## src/core/cctg_pkg.sv

```systemverilog
// package of constants for the sensor timing generator
// assumes a 50 MHz system clock; sensor pins are plain logic outputs
package cctg_pkg;
    // ****************************************
    // clock and pulse times
    // ****************************************
    localparam int CLK_MHZ           = 50;
    localparam int SHUTTER_US        = 4;
    localparam int XFER_US           = 10;
    localparam int SHUTTER_CYC       = SHUTTER_US * CLK_MHZ;
    localparam int XFER_CYC          = XFER_US * CLK_MHZ;
    localparam int VSETTLE_US        = 10;
    localparam int VSETTLE_CYC       = VSETTLE_US * CLK_MHZ;
    localparam int VSHIFT_US         = 2;
    localparam int VSHIFT_CYC        = VSHIFT_US * CLK_MHZ;
    localparam int HDIV              = 5;
    // ****************************************
    // line and frame layout
    // ****************************************
    localparam int EMPTY_PIX         = 8;
    localparam int DARK_PIX          = 12;
    localparam int IMAGE_PIX         = 1004;
    localparam int LINE_SINGLE       = EMPTY_PIX + DARK_PIX + IMAGE_PIX + DARK_PIX;
    localparam int LINE_DUAL         = 523;
    localparam int ROWS_TOTAL        = 1008;
    localparam int DARK_ROWS_BOTTOM  = 4;
    localparam int DARK_REF_FIRST    = EMPTY_PIX + 1;
    localparam int DARK_REF_LAST     = EMPTY_PIX + DARK_PIX - 2;
    localparam int FPS_SINGLE        = 30;
    localparam int FPS_DUAL          = 48;
    localparam int PIXW              = 14;
    localparam int FIFO_DEPTH        = 16;
    typedef enum logic [2:0] {
        CCTG_IDLE   = 3'b000,
        CCTG_SHUT   = 3'b001,
        CCTG_INTEG  = 3'b011,
        CCTG_XFER   = 3'b010,
        CCTG_SETTLE = 3'b110,
        CCTG_VSHIFT = 3'b111,
        CCTG_HREAD  = 3'b101
    } cctg_state_t;
endpackage

```

## src/core/cctg_gen.sv

```systemverilog
// timing generator that drives the interline sensor's logic timing pins
// assumes sampled pixel words arrive on adc_* in the clk domain
`timescale 1ns/1ns
module cctg_gen #(
    parameter int INTEG_W   = 24,
    parameter int OVER_ROWS = 4,
    parameter int OVER_COLS = 8
) (
    input  wire logic                          clk,
    input  wire logic                          reset,
    input  wire logic                          start,
    input  wire logic                          dual_mode,
    input  wire logic                          dump_rows_en,
    input  wire logic [9:0]                    dump_rows,
    input  wire logic [INTEG_W-1:0]            integ_cycles,
    input  wire logic [cctg_pkg::PIXW-1:0]     adc_data,
    input  wire logic                          adc_valid,
    output logic                               busy_ff,
    output logic                               shutter_trigger_ff,
    output logic                               photodiode_transfer_phase_ff,
    output logic                               vertical_phase_two_shift_ff,
    output logic                               vertical_phase_one_ff,
    output logic                               fast_row_dump_ff,
    output logic                               horizontal_phase_one_ff,
    output logic                               horizontal_phase_two_ff,
    output logic                               dark_ref_ff,
    output logic                               pix_image_ff,
    output logic [cctg_pkg::PIXW-1:0]          pix_data,
    output logic                               pix_valid,
    input  wire logic                          pix_ready
);
    import cctg_pkg::*;
    cctg_state_t   st_ff, nxt_st;
    logic [INTEG_W-1:0] cnt_ff, nxt_cnt;
    logic [10:0]   hcnt_ff, nxt_hcnt;
    logic [10:0]   row_ff, nxt_row;
    logic [2:0]    hdiv_ff, nxt_hdiv;
    logic          sh, xf, v2, v1, fd, h1, h2, bsy, dref, img, dump_row;
    logic          fifo_ready;
    logic [PIXW-1:0] adc_s1_ff, adc_s2_ff;
    logic          adv_s1_ff, adv_s2_ff;
    logic [10:0]   line_len, rows_end;

    // ****************************************
    // input synchroniser for sampled pixels
    // ****************************************
    always_ff @(posedge clk) begin
        adc_s1_ff <= adc_data;
        adc_s2_ff <= adc_s1_ff;
        adv_s1_ff <= reset ? 1'b0 : adc_valid;
        adv_s2_ff <= reset ? 1'b0 : adv_s1_ff;
    end

    // overclock: extra columns and rows beyond the array give the zero level
    assign line_len = dual_mode ? 11'(LINE_DUAL + OVER_COLS)
                                : 11'(LINE_SINGLE + OVER_COLS);
    assign rows_end = 11'(ROWS_TOTAL + OVER_ROWS);

    // ****************************************
    // capture sequencer
    // ****************************************
    always_comb begin
        nxt_st   = st_ff;
        nxt_cnt  = cnt_ff;
        nxt_hcnt = hcnt_ff;
        nxt_row  = row_ff;
        nxt_hdiv = hdiv_ff;
        sh = 1'b0; xf = 1'b0; v2 = 1'b0; v1 = 1'b0; fd = 1'b0;
        h1 = 1'b1; h2 = 1'b0; bsy = 1'b1; dref = 1'b0; img = 1'b0;
        dump_row = 1'b0;
        case (st_ff)
            CCTG_IDLE: begin
                bsy = 1'b0;
                if (start) begin
                    nxt_st  = CCTG_SHUT;
                    nxt_cnt = '0;
                end
            end
            CCTG_SHUT: begin
                sh      = 1'b1;
                nxt_cnt = cnt_ff + 1'b1;
                if (cnt_ff == INTEG_W'(SHUTTER_CYC - 1)) begin
                    nxt_st  = CCTG_INTEG;
                    nxt_cnt = '0;
                end
            end
            CCTG_INTEG: begin
                nxt_cnt = cnt_ff + 1'b1;
                if (cnt_ff >= integ_cycles) begin
                    nxt_st  = CCTG_XFER;
                    nxt_cnt = '0;
                end
            end
            CCTG_XFER: begin
                xf = 1'b1;
                v1 = 1'b1;
                nxt_cnt = cnt_ff + 1'b1;
                if (cnt_ff == INTEG_W'(XFER_CYC - 1)) begin
                    nxt_st  = CCTG_SETTLE;
                    nxt_cnt = '0;
                    nxt_row = '0;
                end
            end
            CCTG_SETTLE: begin
                nxt_cnt = cnt_ff + 1'b1;
                if (cnt_ff == INTEG_W'(VSETTLE_CYC - 1)) begin
                    nxt_st  = CCTG_VSHIFT;
                    nxt_cnt = '0;
                end
            end
            CCTG_VSHIFT: begin
                // horizontal clocks parked h1 high, h2 low by defaults
                // last cycle low: back-to-back dumped rows each need their own pulse
                dump_row = dump_rows_en && (row_ff < {1'b0, dump_rows});
                v2 = (cnt_ff != INTEG_W'(VSHIFT_CYC - 1));
                v1 = v2;
                fd = v2 && dump_row;
                nxt_cnt = cnt_ff + 1'b1;
                if (cnt_ff == INTEG_W'(VSHIFT_CYC - 1)) begin
                    nxt_cnt  = '0;
                    nxt_hcnt = '0;
                    nxt_hdiv = '0;
                    nxt_row  = row_ff + 1'b1;
                    nxt_st   = dump_row ? CCTG_VSHIFT : CCTG_HREAD;
                    if (dump_row && (row_ff + 1'b1 == rows_end)) begin
                        nxt_st = CCTG_IDLE;
                    end
                end
            end
            CCTG_HREAD: begin
                // sh, vertical and dump stay low while pixels shift out
                // dual vs single set only by line length and image column count; h1/h2 phasing is the same
                h1 = (hdiv_ff < 3'(HDIV / 2 + 1));
                h2 = ~h1;
                // dark ref: centre ten of the left dark columns, not bottom rows
                dref = (hcnt_ff >= 11'(DARK_REF_FIRST)) && (hcnt_ff <= 11'(DARK_REF_LAST))
                       && (row_ff > 11'(DARK_ROWS_BOTTOM));
                // each half carries half the image columns in dual mode
                img  = (hcnt_ff >= 11'(EMPTY_PIX + DARK_PIX))
                       && (hcnt_ff < (dual_mode ? 11'(EMPTY_PIX + DARK_PIX + IMAGE_PIX / 2)
                                                : 11'(EMPTY_PIX + DARK_PIX + IMAGE_PIX)))
                       && (row_ff <= 11'(ROWS_TOTAL))
                       && (row_ff > 11'(DARK_ROWS_BOTTOM));
                nxt_hdiv = (hdiv_ff == 3'(HDIV - 1)) ? 3'd0 : hdiv_ff + 1'b1;
                if (hdiv_ff == 3'(HDIV - 1)) begin
                    nxt_hcnt = hcnt_ff + 1'b1;
                    if (hcnt_ff == line_len - 1'b1) begin
                        nxt_st = (row_ff == rows_end) ? CCTG_IDLE : CCTG_VSHIFT;
                    end
                end
            end
            default: nxt_st = CCTG_IDLE;
        endcase
    end

    always_ff @(posedge clk) begin
        if (reset) begin
            st_ff   <= CCTG_IDLE;
            cnt_ff  <= '0;
            hcnt_ff <= '0;
            row_ff  <= '0;
            hdiv_ff <= '0;
            busy_ff <= 1'b0;
            shutter_trigger_ff           <= 1'b0;
            photodiode_transfer_phase_ff <= 1'b0;
            vertical_phase_two_shift_ff  <= 1'b0;
            vertical_phase_one_ff        <= 1'b0;
            fast_row_dump_ff             <= 1'b0;
            horizontal_phase_one_ff      <= 1'b1;
            horizontal_phase_two_ff      <= 1'b0;
            dark_ref_ff                  <= 1'b0;
            pix_image_ff                 <= 1'b0;
        end else begin
            st_ff   <= nxt_st;
            cnt_ff  <= nxt_cnt;
            hcnt_ff <= nxt_hcnt;
            row_ff  <= nxt_row;
            hdiv_ff <= nxt_hdiv;
            busy_ff <= bsy;
            shutter_trigger_ff           <= sh;
            photodiode_transfer_phase_ff <= xf;
            vertical_phase_two_shift_ff  <= v2;
            vertical_phase_one_ff        <= v1;
            fast_row_dump_ff             <= fd;
            horizontal_phase_one_ff      <= h1;
            horizontal_phase_two_ff      <= h2;
            dark_ref_ff                  <= dref;
            pix_image_ff                 <= img;
        end
    end

    // ****************************************
    // pixel buffer; a full fifo drops samples, the adc cannot be paused
    // ****************************************
    cctg_fifo #(.WIDTH(PIXW), .DEPTH(FIFO_DEPTH)) u_fifo (
        .clk       (clk),
        .reset     (reset),
        .in_data   (adc_s2_ff),
        .in_valid  (adv_s2_ff),
        .in_ready  (fifo_ready),
        .out_data  (pix_data),
        .out_valid (pix_valid),
        .out_ready (pix_ready)
    );
endmodule // cctg_gen

```

## src/core/cctg_fifo.sv

```systemverilog
// small synchronous fifo for digitised pixel samples
// assumes one clock domain; drain side may stall
`timescale 1ns/1ns
module cctg_fifo #(
    parameter int WIDTH = 16,
    parameter int DEPTH = 16
) (
    input  wire logic             clk,
    input  wire logic             reset,
    input  wire logic [WIDTH-1:0] in_data,
    input  wire logic             in_valid,
    output logic                  in_ready,
    output logic      [WIDTH-1:0] out_data,
    output logic                  out_valid,
    input  wire logic             out_ready
);
    localparam int AW = $clog2(DEPTH);
    logic [WIDTH-1:0] mem_ff [DEPTH];
    logic [AW-1:0]    wr_ff, nxt_wr, rd_ff, nxt_rd;
    logic [AW:0]      cnt_ff, nxt_cnt;
    logic             push, pop;
    // ****************************************
    // pointer and count update
    // ****************************************
    always_comb begin
        push    = in_valid && (cnt_ff != (AW+1)'(DEPTH));
        pop     = out_ready && (cnt_ff != '0);
        nxt_wr  = push ? wr_ff + 1'b1 : wr_ff;
        nxt_rd  = pop ? rd_ff + 1'b1 : rd_ff;
        nxt_cnt = cnt_ff + (AW+1)'(push) - (AW+1)'(pop);
    end
    always_ff @(posedge clk) begin
        if (reset) begin
            wr_ff  <= '0;
            rd_ff  <= '0;
            cnt_ff <= '0;
        end else begin
            wr_ff  <= nxt_wr;
            rd_ff  <= nxt_rd;
            cnt_ff <= nxt_cnt;
        end
        if (push) begin
            mem_ff[wr_ff] <= in_data;
        end
    end
    assign in_ready  = (cnt_ff != (AW+1)'(DEPTH));
    assign out_valid = (cnt_ff != '0);
    assign out_data  = mem_ff[rd_ff];
endmodule // cctg_fifo

```

## config.mk

```make
export PLATFORM = sky130hd
export DESIGN_NAME = cctg_gen
export DESIGN_NICKNAME = d
export VERILOG_FILES = /design/src/core/cctg_pkg.sv /design/src/core/cctg_gen.sv /design/src/core/cctg_fifo.sv
export SDC_FILE = /design/constraint.sdc
export NUM_CORES = 1
export LEC_CHECK = 0
export BUFFER_PORTS_ARGS = -buffer_cell sky130_fd_sc_hd__buf_2
export CELL_PAD_IN_SITES_DETAIL_PLACEMENT = 2
export CELL_PAD_IN_SITES_GLOBAL_PLACEMENT = 2
export CORE_MARGIN = 2
export CORE_UTILIZATION = 41
export CTS_BUF_LIST = sky130_fd_sc_hd__clkbuf_8
export DETAILED_ROUTE_END_ITERATION = 12
export PLACE_DENSITY_LB_ADDON = 0.12
export SLEW_MARGIN = 20
export SYNTH_ARGS = -nofsm -noshare
export SYNTH_HDL_FRONTEND = slang
export SYNTH_HIERARCHICAL = 1
export SYNTH_SLANG_ARGS = --single-unit
```

## constraint.sdc

```tcl
create_clock -name clk -period 2.75 [get_ports clk]
set_input_delay 0.1375 -clock clk [delete_from_list [all_inputs] [get_ports clk]]
set_output_delay 0.1375 -clock clk [all_outputs]
set_load 0.01 [all_outputs]
```

==> impl_metrics.tcl <==
set metrics [dict create \
    status "complete, but fails checks" \
    violations "setup timing" \
    comb_power_share 0.207 \
    cts_root_buf "clkbuf_8" \
    synth_edf_count 224 \
    cts.sinks 333 \
    synth-seq-area-share 0.627 \
    area_delta_synth_final_pct 23.1 \
    final_nets 1367 \
    p_per_area_mw_per_mm2 745 \
    criticalPathCategory "register to register" \
    cts_htree_levels 2 \
    cp.required_ps 3290 \
    worst_setup_path_end_kind "register" \
    syn_area_per_cell_sq_um 13.6 \
    clk_pin_slew_worst_paths_ps 60 \
    synthesis.area_sq_mm 0.0142 \
    postRouteAntennaNets 0 \
    clockBufferDepth 3 \
    drtPass1Iterations 4 \
    via_per_inst 5.56 \
    arrival_ps 3320 \
    layout_commonest_cell "edfxtp_1" \
    cts_made_buffers 56 \
    multi_input_area_sq_mm 0.00511 \
    p_int_mw 9.25 \
    yosys.area.top_type "edfxtp_1" \
    dieWidth_um 190 \
    power_mw 13.0 \
    n_fill_cell 3286 \
    synth_area_leaders "edfxtp_1, dfxtp_1, mux4_2" \
    layout_min_cycle_time_ps 2780 \
    max_slew_margin 0.582 \
    swShare 0.289 \
    portBuffers 79 \
    final.setup.worst_slack_ps -27.3 \
    finalWeightedCongestion 0.786 \
    grt_usage 0.241 \
    layout-drive-gt1-share 0.293 \
    clock_latency_ps 650 \
    ys_types 69 \
    hold_path.class "input port to register" \
    pwr-share-seq 0.437 \
    wl_per_cell_um 25.0 \
    grt_pass1_vias 10700 \
    rows 68 \
    post-route-period-util 1.01 \
    switchingPower_mw 3.77 \
    timing.hold.ws_ps 73.3 \
    die_area_sq_mm 0.0361 \
    drv_cap 0 \
    antenna_found_initial 1 \
    fp.dieH_um 190 \
    synth_nets 1153 \
    overflow 0 \
    drt-initial-drc-count 578 \
    initial_core_util 0.414 \
    totalWireLength_um 43900 \
    coreArea_sq_mm 0.0343 \
    power_frac_clock 0.356 \
    path_max_fanout 5 \
    setup.worst_path.start_class "register" \
    ios 80 \
    finalHoldViolations 0 \
    pre_cts_slack_ps -110 \
    vias 9783 \
    grt_max_degree 33 \
    regArea_sq_mm 0.00892 \
    utilization 0.510 \
    rsz0062_at_grt "true" \
    vdd_drop_max_uv 414 \
    yosys_warnings 6 \
    synth_top_area_frac 0.474 \
    finClkSkew_ps 42.7 \
    max_freq_mhz 360 \
    route.detailed.drc 0 \
    synthArstFlopShare 0 \
    ys_ff_latch 333 \
    cts_tree "built" \
    worst_pin_slew_ps 626 \
    setup_viol 3 \
    maxSlewViolCount 0 \
    final_cell_mix "edfxtp_1, dfxtp_1, buf_4" \
    dp_hpwl_um 26600 \
    synthCells 1042 \
    synth_ff_type "edfxtp_1" \
    p_leak_nw 6.38 \
    grt_pass1_wl_um 65200 \
]
metal layers:
layer / vias up / part of all wire / GRT usage
met2: 232 / 0.53 / 0.445
met5: - / 0 / 0
met1: 5046 / 0.40 / 0.288
met4: 0 / 0.029 / 0.0748
met3: 83 / 0.041 / 0.0380
li1: 4422 / - / -
sequential cells by signal, indices dropped and copies added, names as in the netlist, 4 cells and up, named ones only:
| name | cells |
|---|---|
| u_fifo/rd_ff | 4 |
| u_fifo/wr_ff | 4 |
| adc_s2_ff | 14 |
| u_fifo/mem_ff | 224 |
| row_ff | 11 |
| hcnt_ff | 11 |
| u_fifo/cnt_ff | 5 |
| adc_s1_ff | 14 |
| cnt_ff | 24 |
final timing paths:
kind	slack [ps]	cells past startpoint	end	from
setup / recovery	-30	8	hcnt_ff[5]$_SDFFE_PP0P_	cnt_ff[0]$_SDFFE_PP0P_
hold reg to reg	330	0	adc_s2_ff[9]$_DFF_P_	adc_s1_ff[9]$_DFF_P_
setup reg to reg	-30	8	hcnt_ff[5]$_SDFFE_PP0P_	cnt_ff[0]$_SDFFE_PP0P_
hold / removal	70	4	fast_row_dump_ff$_SDFF_PP0_	dump_rows_en
power by group through the flow:
| stage | Combinational, mW | Sequential (mW) | Clock, mW |
|---|---|---|---|
| 4_1_cts | 2.43 | 5.67 | 4.74 |
| 3_5_place_dp | 2.26 | 5.76 | 0 |
| 2_1_floorplan | 1.64 | 5.67 | 0 |
| 5_1_grt | 2.91 | 5.71 | 4.97 |
| 6_report | 2.69 | 5.69 | 4.64 |
| 3_3_place_gp | 2.19 | 5.74 | 0 |
through the flow:
| step | TNS [ps] | std cells | area (sq um) |
|---|---|---|---|
| floorplan | 0 | 1042 | 14200 |
| global placement | -166 | 1621 | 15700 |
| detailed placement | -1310 | 1621 | 15700 |
| CTS | -24.2 | 1746 | 17200 |
| global route | -878 | 1759 | 17500 |
| finish | -63.2 | 1760 | 17500 |
synthesized netlist by cell type (all sizes together) (2+ instances only):
| library cell | n |
|---|---|
| nand3 | 39 |
| inv | 71 |
| nand3b | 6 |
| xnor2 | 10 |
| nor2b | 10 |
| nor4 | 16 |
| a221o | 3 |
| ha | 55 |
| mux2i | 6 |
| o21ai | 36 |
| nand2 | 65 |
| mux4 | 56 |
| or4 | 5 |
| nand2b | 6 |
| o32ai | 2 |
| a22o | 4 |
| and2 | 12 |
| nor4b | 2 |
| and4 | 4 |
| o211ai | 3 |
| o311ai | 2 |
| and3 | 13 |
| o41ai | 2 |
| nor3b | 4 |
| dfxtp | 109 |
| a31oi | 6 |
| a211oi | 4 |
| a21oi | 56 |
| clkbuf | 23 |
| o2111a | 2 |
| or4b | 3 |
| edfxtp | 224 |
| nor3 | 21 |
| xor2 | 5 |
| a22oi | 29 |
| nand4 | 14 |
| o31ai | 2 |
| or3 | 11 |
| o221ai | 2 |
| buf | 16 |
| a2111oi | 3 |
| nor2 | 61 |
| or2 | 5 |
critical path: stages (launching register included):
cell and delay [ps]:
dfxtp_4 370, ha_4 140, or4b_4 480, or4b_4 570
nor4_4 300, buf_6 170, o2111ai_4 150, or3_1 370
a21oi_2 150
final cells by class:
class                   instances  share of cell area
flip-flops and latches        333               0.510
repair buffers                194              0.0835
clock inverters                43              0.0165
multi-input cells             600               0.292
clock buffers                  63              0.0496
diodes                          1            0.000143
well taps                     455              0.0326
inverters                      71              0.0152
repair_timing:
action / CTS / global route
pin swaps: 4 / 11
setup endpoints to repair: 35 / 38
hold endpoints to repair: 28 / 0
gates resized for setup: 18 / 39
setup buffers: 1 / 10
hold buffers: 17 / 0
gates cloned: 1 / 3
cell families after synthesis:
logic type               count (synthesis)  synth area share
buffers and inverters                  110            0.0339
flip-flops                             333             0.627
adder cells (fa/ha/maj)                 56            0.0499
XOR/XNOR                                15           0.00925
multiplexers                            62            0.0930
AO/OA/AOI/OAI                          166            0.0757
AND/OR/NAND/NOR                        300             0.111
Note: power is estimated with default switching activity, not from simulation.
